$ cat src/rtl/ifcu_regs.svh
// offsets, field layouts and timing counts of the calibration store and serial target
`ifndef IFCU_REGS_SVH
`define IFCU_REGS_SVH

// ============================================================
// clock and timing
`define IFCU_CLK_MHZ          100
`define IFCU_FETCH_US         80
`define IFCU_FETCH_CYCLES     (`IFCU_FETCH_US * `IFCU_CLK_MHZ)

// ============================================================
// calibration store geometry
`define IFCU_WORD_W           16
`define IFCU_ADDR_W           5
`define IFCU_DEPTH            32

// ============================================================
// calibration store word offsets
`define IFCU_TGT_ADDR_WORD    5'h02
`define IFCU_CAL_UPPER_P      5'h03
`define IFCU_CAL_UPPER_T      5'h04
`define IFCU_PRESS_B_LOW      5'h05
`define IFCU_PRESS_A_LOW      5'h06
`define IFCU_PRESS_D_LOW      5'h07
`define IFCU_PRESS_E_LOW      5'h08
`define IFCU_PRESS_G_LOW      5'h09
`define IFCU_PRESS_F_LOW      5'h0A
`define IFCU_PRESS_C_LOW      5'h0B
`define IFCU_TEMP_B_LOW       5'h0C
`define IFCU_TEMP_A_LOW       5'h0D
`define IFCU_TEMP_C_LOW       5'h0E
`define IFCU_PRESS_H_LOW      5'h0F
`define IFCU_PRESS_BA_MID     5'h10
`define IFCU_PRESS_DE_MID     5'h11
`define IFCU_PRESS_FG_MID     5'h12
`define IFCU_PRESS_C_MID      5'h13

// ============================================================
// writable-bit masks, reserved bits held at zero
`define IFCU_UPPER_P_MASK     16'hBFFF
`define IFCU_UPPER_T_MASK     16'h003F
`define IFCU_C_MID_MASK       16'hFF00
`define IFCU_FULL_MASK        16'hFFFF

// ============================================================
// serial target addressing and status byte
`define IFCU_DEF_TGT_ADDR     7'h78
`define IFCU_ST_POWER_BIT     6
`define IFCU_ST_BUSY_BIT      5
`define IFCU_ST_CRC_BIT       2
`define IFCU_FILL_BYTE        8'h00

`endif

$ cat src/rtl/ifcu_pkg.sv
// types shared by the calibration store target
package ifcu_pkg;
    typedef enum logic [2:0] {
        ST_IDLE,
        ST_ADDR,
        ST_ADDR_ACK,
        ST_RX,
        ST_RX_ACK,
        ST_TX,
        ST_TX_ACK
    } ifcu_state_e;
endpackage

$ cat src/rtl/ifcu_fifo.sv
// small synchronous fifo with valid/ready on both sides
`timescale 1ns/1ps
`default_nettype none
module ifcu_fifo #(
    parameter int WIDTH = 9,
    parameter int DEPTH = 4
) (
    input  wire logic             clk,
    input  wire logic             rst_n,
    input  wire logic             in_valid,
    output logic                  in_ready,
    input  wire logic [WIDTH-1:0] in_data,
    output logic                  out_valid,
    input  wire logic             out_ready,
    output logic [WIDTH-1:0]      out_data
);
    localparam int AW = $clog2(DEPTH);

    logic [WIDTH-1:0] mem [DEPTH];
    logic [AW-1:0]    wr_ptr_reg;
    logic [AW-1:0]    rd_ptr_reg;
    logic [AW:0]      count_reg;
    logic             push;
    logic             pop;

    assign in_ready  = (count_reg != (AW+1)'(DEPTH));
    assign out_valid = (count_reg != '0);
    assign out_data  = mem[rd_ptr_reg];
    assign push      = in_valid && in_ready;
    assign pop       = out_valid && out_ready;

    always_ff @(posedge clk) begin
        if (push) begin
            mem[wr_ptr_reg] <= in_data;
        end
    end

    always_ff @(posedge clk) begin
        if (!rst_n) begin
            wr_ptr_reg <= '0;
            rd_ptr_reg <= '0;
            count_reg  <= '0;
        end else begin
            if (push) begin
                wr_ptr_reg <= (wr_ptr_reg == AW'(DEPTH-1)) ? '0 : wr_ptr_reg + 1'b1;
            end
            if (pop) begin
                rd_ptr_reg <= (rd_ptr_reg == AW'(DEPTH-1)) ? '0 : rd_ptr_reg + 1'b1;
            end
            count_reg <= count_reg + (AW+1)'(push) - (AW+1)'(pop);
        end
    end
endmodule
`default_nettype wire

$ cat src/rtl/ifcu_target_top.sv
// calibration store behind a serial target port, with status-first reads
//
// Behaviour
// host filter: new = (old*(coef-1) + raw) / coef.
// host filters raw samples before compensation, not after.
// host coefficient is 1, 2, 4, 8 or 16; 1 passes raw through.
// host holds previous raw temperature when a temperature measurement is skipped.
// host re-initialises filter state when the coefficient changes.
// host keeps per-channel state, loaded with the first raw sample after init.
// calibration store is a set of 16-bit words selected by word address.
// store holds eleven coefficients: three temperature, eight pressure.
// words 3 and 4 hold upper coefficient bits; reserved bits ignored.
// words 5..0x13 hold low and middle coefficient bits in fixed order.
// host concatenates fragments into 26, 17 and 18 bit coefficients.
// host sign-extends each assembled coefficient as two's complement.
// target port works at standard-mode and fast-mode speeds.
// target never holds the clock line low; clock pin is input only.
// target answers address 0x78 by default.
// low seven bits of word 0x02 replace the response address.
// host keeps measurement interval constant while filtering.
// word address written, 80 us wait, then read returns status and two bytes.
// every read returns the status byte first.
`timescale 1ns/1ps
`default_nettype none
`include "ifcu_regs.svh"
module ifcu_target_top #(
    parameter int FETCH_CYCLES = `IFCU_FETCH_CYCLES,
    parameter int FIFO_DEPTH   = 4
) (
    input  wire logic                      clk,
    input  wire logic                      rst_n,
    input  wire logic                      scl_i,
    input  wire logic                      sda_i,
    output logic                           sda_o,
    output logic                           sda_oe,
    input  wire logic                      adc_powered,
    input  wire logic                      store_crc_error,
    input  wire logic                      prog_we,
    input  wire logic [`IFCU_ADDR_W-1:0]   prog_addr,
    input  wire logic [`IFCU_WORD_W-1:0]   prog_data,
    output logic                           fetch_busy
);
    // ============================================================
    // pin synchronisers; clock is sampled only, never driven
    logic scl_s1_reg, scl_s2_reg, scl_s3_reg;
    logic sda_s1_reg, sda_s2_reg, sda_s3_reg;

    always_ff @(posedge clk) begin
        if (!rst_n) begin
            scl_s1_reg <= 1'b1;
            scl_s2_reg <= 1'b1;
            scl_s3_reg <= 1'b1;
            sda_s1_reg <= 1'b1;
            sda_s2_reg <= 1'b1;
            sda_s3_reg <= 1'b1;
        end else begin
            scl_s1_reg <= scl_i;
            scl_s2_reg <= scl_s1_reg;
            scl_s3_reg <= scl_s2_reg;
            sda_s1_reg <= sda_i;
            sda_s2_reg <= sda_s1_reg;
            sda_s3_reg <= sda_s2_reg;
        end
    end

    // 100 MHz sampling leaves many samples per fast-mode bit, so no glitch filter is kept
    logic scl_rise, scl_fall, bus_start, bus_stop;
    assign scl_rise  = scl_s2_reg && !scl_s3_reg;
    assign scl_fall  = !scl_s2_reg && scl_s3_reg;
    assign bus_start = scl_s2_reg && scl_s3_reg && sda_s3_reg && !sda_s2_reg;
    assign bus_stop  = scl_s2_reg && scl_s3_reg && !sda_s3_reg && sda_s2_reg;

    // ============================================================
    // calibration store, one 16-bit word per address
    logic [`IFCU_WORD_W-1:0] store_mem [`IFCU_DEPTH];
    logic                    addr_prog_reg;
    logic [`IFCU_WORD_W-1:0] prog_mask;

    always_comb begin
        case (prog_addr)
            `IFCU_CAL_UPPER_P: prog_mask = `IFCU_UPPER_P_MASK;
            `IFCU_CAL_UPPER_T: prog_mask = `IFCU_UPPER_T_MASK;
            `IFCU_PRESS_C_MID: prog_mask = `IFCU_C_MID_MASK;
            default:           prog_mask = `IFCU_FULL_MASK;
        endcase
    end

    // eleven coefficients live in words 3..0x13 laid out as the fixed table
    always_ff @(posedge clk) begin
        if (prog_we) begin
            store_mem[prog_addr] <= prog_data & prog_mask;
        end
    end

    always_ff @(posedge clk) begin
        if (!rst_n) begin
            addr_prog_reg <= 1'b0;
        end else if (prog_we && prog_addr == `IFCU_TGT_ADDR_WORD) begin
            addr_prog_reg <= 1'b1;
        end
    end

    logic [6:0] tgt_addr;
    assign tgt_addr = addr_prog_reg ? store_mem[`IFCU_TGT_ADDR_WORD][6:0]
                                    : `IFCU_DEF_TGT_ADDR;

    // ============================================================
    // serial target state
    ifcu_pkg::ifcu_state_e state_reg;
    logic [7:0]            rx_sh_reg;
    logic [7:0]            tx_sh_reg;
    logic [3:0]            bit_cnt_reg;
    logic                  rw_reg;
    logic                  first_reg;
    logic [1:0]            tx_idx_reg;
    logic                  sda_oe_reg;
    logic                  push_valid_reg;
    logic [8:0]            push_data_reg;
    logic                  fifo_in_ready;
    logic                  busy_reg;
    logic [`IFCU_WORD_W-1:0] data_reg;
    logic [7:0]            status_byte;
    logic [7:0]            tx_byte;
    logic                  addr_hit;

    always_comb begin
        status_byte = 8'h00;
        status_byte[`IFCU_ST_POWER_BIT] = adc_powered;
        status_byte[`IFCU_ST_BUSY_BIT]  = busy_reg;
        status_byte[`IFCU_ST_CRC_BIT]   = store_crc_error;
    end

    always_comb begin
        case (tx_idx_reg)
            2'h0:    tx_byte = status_byte;
            2'h1:    tx_byte = data_reg[15:8];
            2'h2:    tx_byte = data_reg[7:0];
            default: tx_byte = `IFCU_FILL_BYTE;
        endcase
    end

    assign addr_hit = (rx_sh_reg[7:1] == tgt_addr);

    // open drain: a zero is driven by enabling the output, a one by releasing it
    always_ff @(posedge clk) begin
        if (!rst_n) begin
            state_reg      <= ifcu_pkg::ST_IDLE;
            rx_sh_reg      <= 8'h00;
            tx_sh_reg      <= 8'h00;
            bit_cnt_reg    <= 4'h0;
            rw_reg         <= 1'b0;
            first_reg      <= 1'b0;
            tx_idx_reg     <= 2'h0;
            sda_oe_reg     <= 1'b0;
            push_valid_reg <= 1'b0;
            push_data_reg  <= 9'h000;
        end else begin
            push_valid_reg <= 1'b0;
            if (bus_start) begin
                state_reg   <= ifcu_pkg::ST_ADDR;
                bit_cnt_reg <= 4'h0;
                sda_oe_reg  <= 1'b0;
            end else if (bus_stop) begin
                state_reg  <= ifcu_pkg::ST_IDLE;
                sda_oe_reg <= 1'b0;
            end else begin
                case (state_reg)
                    ifcu_pkg::ST_ADDR, ifcu_pkg::ST_RX: begin
                        if (scl_rise) begin
                            rx_sh_reg   <= {rx_sh_reg[6:0], sda_s2_reg};
                            bit_cnt_reg <= bit_cnt_reg + 4'h1;
                        end else if (scl_fall && bit_cnt_reg == 4'h8) begin
                            if (state_reg == ifcu_pkg::ST_ADDR) begin
                                if (addr_hit) begin
                                    sda_oe_reg <= 1'b1;
                                    rw_reg     <= rx_sh_reg[0];
                                    first_reg  <= 1'b1;
                                    tx_idx_reg <= 2'h0;
                                    state_reg  <= ifcu_pkg::ST_ADDR_ACK;
                                end else begin
                                    state_reg <= ifcu_pkg::ST_IDLE;
                                end
                            end else if (fifo_in_ready) begin
                                // a full fifo answers with no acknowledge
                                sda_oe_reg     <= 1'b1;
                                push_valid_reg <= 1'b1;
                                push_data_reg  <= {first_reg, rx_sh_reg};
                                first_reg      <= 1'b0;
                                state_reg      <= ifcu_pkg::ST_RX_ACK;
                            end else begin
                                state_reg <= ifcu_pkg::ST_IDLE;
                            end
                        end
                    end
                    ifcu_pkg::ST_ADDR_ACK: begin
                        if (scl_fall) begin
                            if (rw_reg) begin
                                sda_oe_reg  <= !tx_byte[7];
                                tx_sh_reg   <= {tx_byte[6:0], 1'b0};
                                tx_idx_reg  <= tx_idx_reg + 2'h1;
                                bit_cnt_reg <= 4'h1;
                                state_reg   <= ifcu_pkg::ST_TX;
                            end else begin
                                sda_oe_reg  <= 1'b0;
                                bit_cnt_reg <= 4'h0;
                                state_reg   <= ifcu_pkg::ST_RX;
                            end
                        end
                    end
                    ifcu_pkg::ST_RX_ACK: begin
                        if (scl_fall) begin
                            sda_oe_reg  <= 1'b0;
                            bit_cnt_reg <= 4'h0;
                            state_reg   <= ifcu_pkg::ST_RX;
                        end
                    end
                    ifcu_pkg::ST_TX: begin
                        if (scl_fall) begin
                            if (bit_cnt_reg == 4'h8) begin
                                sda_oe_reg <= 1'b0;
                                state_reg  <= ifcu_pkg::ST_TX_ACK;
                            end else begin
                                sda_oe_reg  <= !tx_sh_reg[7];
                                tx_sh_reg   <= {tx_sh_reg[6:0], 1'b0};
                                bit_cnt_reg <= bit_cnt_reg + 4'h1;
                            end
                        end
                    end
                    ifcu_pkg::ST_TX_ACK: begin
                        if (scl_rise && sda_s2_reg) begin
                            state_reg <= ifcu_pkg::ST_IDLE;
                        end else if (scl_fall) begin
                            sda_oe_reg  <= !tx_byte[7];
                            tx_sh_reg   <= {tx_byte[6:0], 1'b0};
                            if (tx_idx_reg != 2'h3) begin
                                tx_idx_reg <= tx_idx_reg + 2'h1;
                            end
                            bit_cnt_reg <= 4'h1;
                            state_reg   <= ifcu_pkg::ST_TX;
                        end
                    end
                    default: begin
                        sda_oe_reg <= 1'b0;
                    end
                endcase
            end
        end
    end

    // ============================================================
    // received bytes wait in the fifo while a fetch is in progress
    logic       pop_valid;
    logic [8:0] pop_data;
    logic       pop_ready;

    assign pop_ready = !busy_reg;

    ifcu_fifo #(
        .WIDTH (9),
        .DEPTH (FIFO_DEPTH)
    ) u_rx_fifo (
        .clk       (clk),
        .rst_n     (rst_n),
        .in_valid  (push_valid_reg),
        .in_ready  (fifo_in_ready),
        .in_data   (push_data_reg),
        .out_valid (pop_valid),
        .out_ready (pop_ready),
        .out_data  (pop_data)
    );

    // ============================================================
    // word fetch: first byte of a write selects the word, data ready after the wait
    logic [`IFCU_ADDR_W-1:0] word_addr_reg;
    logic [31:0]             fetch_cnt_reg;
    logic                    fetch_go;

    assign fetch_go = pop_valid && pop_ready && pop_data[8];

    always_ff @(posedge clk) begin
        if (!rst_n) begin
            busy_reg      <= 1'b0;
            fetch_cnt_reg <= 32'h0;
            word_addr_reg <= '0;
            data_reg      <= 16'h0000;
        end else if (fetch_go) begin
            busy_reg      <= 1'b1;
            fetch_cnt_reg <= 32'(FETCH_CYCLES);
            word_addr_reg <= pop_data[`IFCU_ADDR_W-1:0];
        end else if (busy_reg) begin
            fetch_cnt_reg <= fetch_cnt_reg - 32'h1;
            if (fetch_cnt_reg == 32'h1) begin
                busy_reg <= 1'b0;
                data_reg <= store_mem[word_addr_reg];
            end
        end
    end

    always_ff @(posedge clk) begin
        if (!rst_n) begin
            sda_o      <= 1'b0;
            sda_oe     <= 1'b0;
            fetch_busy <= 1'b0;
        end else begin
            sda_o      <= 1'b0;
            sda_oe     <= sda_oe_reg;
            fetch_busy <= busy_reg;
        end
    end
endmodule
`default_nettype wire

$ cat config.mk
export PLATFORM = sky130hd
export DESIGN_NAME = ifcu_target_top
export DESIGN_NICKNAME = d
export VERILOG_FILES = /design/src/rtl/ifcu_pkg.sv /design/src/rtl/ifcu_fifo.sv /design/src/rtl/ifcu_target_top.sv
export VERILOG_INCLUDE_DIRS = /design/src /design/src/rtl
export SDC_FILE = /design/constraint.sdc
export NUM_CORES = 1
export LEC_CHECK = 0
export BUFFER_PORTS_ARGS = -buffer_cell sky130_fd_sc_hd__buf_2
export CORE_ASPECT_RATIO = 0.8
export CORE_MARGIN = 5
export CORE_UTILIZATION = 50
export CTS_CLUSTER_DIAMETER = 120
export CTS_CLUSTER_SIZE = 20
export DETAILED_ROUTE_END_ITERATION = 6
export PLACE_DENSITY = 0.66
export SLEW_MARGIN = 30
export SYNTH_ARGS = -nofsm -noshare
export SYNTH_HDL_FRONTEND = slang
export SYNTH_SLANG_ARGS = --single-unit
$ cat constraint.sdc
create_clock -name clk -period 5.3 [get_ports clk]
set_clock_uncertainty 0.2 [all_clocks]
set_input_delay 0.265 -clock clk [delete_from_list [all_inputs] [get_ports clk]]
set_output_delay 0.265 -clock clk [all_outputs]
set_load 0.05 [all_outputs]
==> flow_metrics.env, run 1 <==
export IMPL_status="finished clean"
export IMPL_vias=13580
export IMPL_cts_buffer_depth=3
export IMPL_drt_iter0_drc=1363
export IMPL_cts_made_buffers=38
export IMPL_coreArea_mm2=0.05083
export IMPL_drtPass1Iterations=7
export IMPL_rows=74
export IMPL_yosys_top_cells_area="edfxtp_1, mux4_2, dfxtp_1"
export IMPL_io_pins=31
export IMPL_drv_slew=0
export IMPL_ir_drop_mv=0.3166
export IMPL_fin_hold_ws_ps=26.76
export IMPL_critPathKind="flop to flop"
export IMPL_yosysSeqAreaShare_pct=71.37
export IMPL_seqCellArea_mm2=0.01823
export IMPL_place_gp_congestion=0.8232
export IMPL_io_buffers=29
export IMPL_synth_area_mm2=0.02553
export IMPL_drt_antenna_violating_nets=0
export IMPL_final_nets=1589
export IMPL_initial_core_util_pct=50.22
export IMPL_largest_reg_flops=512
export IMPL_syn_to_final_growth_pct=9.480
export IMPL_die_area_mm2=0.05570
export IMPL_grt_max_degree=49
export IMPL_cts_root_buf="clkbuf_16"
export IMPL_diodes=0
export IMPL_multiInputGateArea_mm2=0.006940
export IMPL_final_min_clock_period_ps=3157
export IMPL_die_h_um=212.1
export IMPL_leakagePower_nw=8.634
export IMPL_cp_start_kind="flop"
export IMPL_power_density_mw_per_mm2=404.0
export IMPL_maxCapViolCount=0
export IMPL_synth_edff_count=536
export IMPL_final_area_mm2=0.02795
export IMPL_dp_hpwl_um=35570
export IMPL_synth_top_area_cell="edfxtp_1"
export IMPL_cts_tree="yes"
export IMPL_drc_errors=0
export IMPL_tightest_slew_ps=954.5
export IMPL_vias_per_cell=6.016
export IMPL_max_freq_mhz=316.8
export IMPL_final_core_utilization_pct=54.98
export IMPL_synth_nets=1526
export IMPL_setup_slack_ps=2143
export IMPL_grt_util_all_layers_pct=20.45
export IMPL_pre_cts_slack_ps=2183
export IMPL_die_x_um=262.6
export IMPL_wirelength_um=57460
export IMPL_fillCellCount=3951
export IMPL_hold_viol=0
export IMPL_clk_pin_slew_worst_paths_ps=90
export IMPL_grt_pass1_wl_um=86140
export IMPL_maxSlewHeadroom_pct=36.13
export IMPL_dpl_cell_area_mm2=0.02674
export IMPL_cts_max_level=2
export IMPL_fin_setup_tns_ps=0
export IMPL_insertion_delay_ps=580
export IMPL_syn_inst=1482
export IMPL_syn_avg_cell_area_um2=17.22
export IMPL_ys_seq_elements=642
export IMPL_final_layout_size_suffix_gt1_share_pct=19.07
export IMPL_finalSetupViolations=0
export IMPL_crit_arrival_ps=3430
export IMPL_routedWlPerCell_um=25.46
export IMPL_clock_sinks=642
export IMPL_rsz0062_at_grt="false"
export IMPL_required_ps=5580
export IMPL_yosysUniqueCellTypes=66
export IMPL_yosys_warnings=0
export IMPL_hold_path_class="input port to flop"
export IMPL_endpoint_kind="flop"
export IMPL_grt_pass1_vias=13520
export IMPL_gr_total_overflow=0
export IMPL_cts_resized=0
export IMPL_ys_flop_type="edfxtp_1"
export IMPL_cp_max_fo=44
export IMPL_antenna_found_initial=3
export IMPL_post_route_period_util_pct=59.56
export IMPL_yosysTopAreaCellShare_pct=63.06
export IMPL_ys_async_sr_fraction_pct=0
[synth_stat cells, types with 23 or more instances]
cell type / number
mux2i_1: 58
nor2_1: 114
xnor2_1: 26
dfxtp_1: 106
clkbuf_1: 35
o22ai_1: 26
a21oi_1: 38
buf_2: 27
mux4_2: 125
edfxtp_1: 536
nand2_1: 54
inv_1: 25
nor2b_1: 23
[worst max-delay path, cell delays in order, from the launching register on]
cell     delay [ps]
dfxtp_4         900
buf_12          330
mux4_2          560
o22ai_1         420
nor2_1          240
a32o_1          310
[per-layer routing]
| metal | up-vias | part of all wire, % | global-route usage [%] |
|---|---|---|---|
| met4 | 6 | 2.0 | 4.993 |
| met3 | 59 | 7.6 | 4.223 |
| met2 | 497 | 46 | 31.27 |
| met5 | - | 0.082 | 0 |
| li1 | 5979 | - | - |
| met1 | 7038 | 45 | 30.77 |
[per-stage QoR]
step / power (W) / std cells
2_1_floorplan: 0.007704 / 1482
3_3_place_gp: 0.008355 / 2179
3_5_place_dp: 0.008397 / 2179
4_1_cts: 0.01136 / 2257
5_1_grt: 0.01177 / 2257
6_report: 0.01129 / 2257
[worst paths after layout]
path                     from           endpoint  slack [ps]  depth (start not counted)
max          word_addr_reg[1]        data_reg[9]        2140                          5
min             prog_data[12]  store_mem[22][12]          30                          2
max reg2reg  word_addr_reg[1]        data_reg[9]        2140                          5
min reg2reg        scl_s1_reg         scl_s2_reg         220                          1
[cell usage in the layout, fill, tap and decap left out, types with 6 or more instances in the layout]
cell / count
clkbuf_16: 39
a21oi_1: 38
nor2_1: 113
mux2_2: 6
edfxtp_1: 536
a211oi_1: 13
nor4_1: 13
nor3_1: 19
dfxtp_1: 103
ha_1: 15
inv_1: 25
nor2b_1: 10
nand2b_1: 12
xor2_1: 9
and2_1: 11
buf_2: 29
a22o_1: 7
dlygate4sd3_1: 10
mux2i_1: 58
o22ai_1: 26
buf_4: 58
nand3b_1: 8
xnor2_1: 26
clkbuf_1: 27
nand2_1: 54
a2111oi_0: 7
or4_1: 7
or3_1: 11
mux4_2: 125
nor2b_2: 11
o21ai_0: 18
a22oi_1: 22
nand3_1: 12
a32o_1: 16
[where the power goes]
| group | internal, W | switching (W) | leakage (nW) |
|---|---|---|---|
| combinational | 0.00108 | 0.00127 | 2.46 |
| clock | 0.00140 | 0.00159 | 0.527 |
| sequential | 0.00563 | 0.000309 | 5.65 |
| total | 0.00812 | 0.00317 | 8.63 |
[layout make-up]
| cell class | instances | share of cell area, % |
|---|---|---|
| clock buffer | 66 | 3.855 |
| clock inverter | 2 | 0.1030 |
| inverter | 25 | 0.3358 |
| multi-input combinational | 739 | 24.84 |
| sequential | 642 | 65.23 |
| tap | 684 | 3.062 |
| timing repair buffer | 99 | 2.579 |
[cell families after synthesis]
group	share of synthesized area (%)
DFF	71.37
and+or+nand+nor	6.314
muxes	13.57
AOI/OAI and AO/OA	4.970
buffers and inverters	1.750
xor gates and xnor gates	1.201
adders and majority gates	0.8137
other	0.01469
[repair_timing]
item / CTS / global route
endpoints found under the hold margin: 47 / 0
hold buffers: 10 / 0
buffers inserted: 0 / 0
Note: power is estimated with default switching activity, not from simulation.
==> run 2: changes to the inputs <==
- PLACE_DENSITY: 0.66 -> 0.68
- clock period: 5.3 -> 2.9 ns (I/O delays scaled with it)
==> flow_metrics.env, run 2 (same netlist as run 1, synthesis figures left out) <==
export IMPL_crit_buf_inv=1
export IMPL_reg2reg_depth=5
export IMPL_p_switching_w=0.005911
export IMPL_rrSetupSlack_ps=200
export IMPL_reg2reg_from="word_addr_reg[0]"
export IMPL_critical_path_top_delay_family="compound AO/OA/AOI/OAI gates"
export IMPL_leakagePower_nw=8.881
export IMPL_critPathKind="flop to flop"
export IMPL_die_h_um=212.1
export IMPL_worst_path_stages=5
export IMPL_io_pins=31
export IMPL_endpoint_kind="flop"
export IMPL_drc_errors=0
export IMPL_slowest_delay_ps=660
export IMPL_die_x_um=262.6
export IMPL_required_ps=3170
export IMPL_grt_pass1_wl_um=86500
export IMPL_mostFrequentLayoutCells="edfxtp_1, mux4_2, nor2_1, dfxtp_1, buf_4"
export IMPL_place_gp_congestion=0.8286
export IMPL_wirelength_um=57150
export IMPL_grt_pass1_vias=13730
export IMPL_vias_per_cell=6.000
export IMPL_cp_max_fo=18
export IMPL_hp_start="prog_data[12]"
export IMPL_initial_core_util_pct=50.22
export IMPL_multiInputGateArea_mm2=0.006922
export IMPL_cts_buffer_depth=3
export IMPL_rows=74
export IMPL_max_freq_mhz=369.9
export IMPL_coreArea_mm2=0.05083
export IMPL_grt_util_all_layers_pct=20.54
export IMPL_pwr_share_comb_pct=22.9
export IMPL_cts_made_buffers=38
export IMPL_seqCellArea_mm2=0.01823
export IMPL_drtPass1Iterations=5
export IMPL_post_route_period_util_pct=93.22
export IMPL_switching_share_pct=28.17
export IMPL_crit_chain="buf_4 -> mux4_2 -> o22ai_1 -> nor3_1 -> a22o_1"
export IMPL_routedWlPerCell_um=24.81
export IMPL_seq_power_share_pct=50.9
export IMPL_final_layout_size_suffix_gt1_share_pct=21.01
export IMPL_crit_arrival_ps=2970
export IMPL_hold_path_class="input port to flop"
export IMPL_fin_setup_tns_ps=0
export IMPL_tightest_slew_ps=725.1
export IMPL_cpMaxStageDelayCell="dfxtp_4"
export IMPL_final_nets=1634
export IMPL_hold_viol=0
export IMPL_gr_total_overflow=0
export IMPL_io_buffers=29
export IMPL_status="finished clean"
export IMPL_antenna_found_initial=1
export IMPL_clk_pin_slew_worst_paths_ps=80
export IMPL_drv_slew=0
export IMPL_worstHoldEndpoint="store_mem[6][12]"
export IMPL_rsz0062_at_grt="false"
export IMPL_largest_reg_flops=512
export IMPL_die_area_mm2=0.05570
export IMPL_clock_power_share_pct=26.2
export IMPL_setup_slack_ps=196.6
export IMPL_maxCapViolCount=0
export IMPL_power_internal_w=0.01508
export IMPL_vias=13820
export IMPL_layout_commonest_cell="edfxtp_1"
export IMPL_finalSetupViolations=0
export IMPL_grt_max_degree=33
export IMPL_cp_start_kind="flop"
export IMPL_cts_root_buf="clkbuf_16"
export IMPL_final_min_clock_period_ps=2703
export IMPL_pre_cts_slack_ps=184.5
export IMPL_cts_resized=0
export IMPL_power_density_mw_per_mm2=739.0
export IMPL_clock_sinks=642
export IMPL_ir_drop_mv=0.5465
export IMPL_drt_iter0_drc=1554
export IMPL_timing_rr_end="data_reg[3]"
export IMPL_fillCellCount=3889
export IMPL_drt_antenna_violating_nets=0
export IMPL_maxSlewHeadroom_pct=51.44
export IMPL_insertion_delay_ps=590
export IMPL_cts_max_level=2
export IMPL_holdPathStages=3
export IMPL_syn_to_final_growth_pct=11.26
export IMPL_cts_tree="yes"
export IMPL_dp_hpwl_um=36290
[run 2: cell types whose count changed in the layout (fill, tap and decap cells not counted), sizes merged]
cell,previous run,this run
buf,89,129
inv,27,26
clkinv,0,2
diode,0,1
dlygate4sd3,10,15
clkbuf,66,65
[run 2: power by group through the flow]
stage | registers (W) | clock network (W) | logic (W)
floorplan | 0.0107 | 0 | 0.00343
global placement | 0.0109 | 0 | 0.00476
detailed placement | 0.0109 | 0 | 0.00481
CTS | 0.0107 | 0.00563 | 0.00484
global route | 0.0107 | 0.00598 | 0.00520
finish | 0.0107 | 0.00549 | 0.00480
[run 2: worst register-to-register path, cell delays in order (launching register included)]
cell and delay, ps:
dfxtp_4 660, buf_4 340, mux4_2 530, o22ai_1 530
nor3_1 110, a22o_1 220
[run 2: per-stage QoR]
stage	power, W	hold slack, ps	cell area, µm²	cells	util (%)
floorplan	0.01408	46.47	25530	1482	-
global placement	0.01564	160.1	27110	2219	53.34
detailed placement	0.01571	154.9	27110	2219	53.34
CTS	0.02117	5.398	28390	2302	55.85
global route	0.02193	22.02	28400	2303	55.87
finish	0.02099	30.60	28400	2303	55.87
[run 2: layout make-up]
class,count,share of cell area [%]
well taps,684,3.013
clock buffers,65,3.780
multi-input cells,739,24.37
flip-flops and latches,642,64.19
diodes,1,0.008811
clock inverters,3,0.1850
repair buffers,144,4.124
inverters,25,0.3304
[run 2: layer usage]
layer / track usage, % / vias up / share of wire, %
met3: 4.767 / 72 / 9.4
met4: 5.065 / 0 / 1.9
met2: 31.35 / 565 / 45
met5: 0 / - / 0
li1: - / 6087 / -
met1: 30.59 / 7095 / 43
[run 2: worst max-delay path by stage]
stage	startpoint	endpoint	slack, ps
6_report	word_addr_reg[0]	data_reg[3]	200
5_1_grt	word_addr_reg[0]	data_reg[3]	80
4_1_cts	word_addr_reg[0]	data_reg[3]	160
3_5_place_dp	word_addr_reg[0]	data_reg[3]	180
3_3_place_gp	word_addr_reg[0]	data_reg[3]	160
2_1_floorplan	prog_addr[2]	store_mem[0][14]	330
[run 2: timing repair]
action	in CTS	in global routing
hold endpoints to repair	64	0
hold buffers	15	0
buffers inserted	0	0
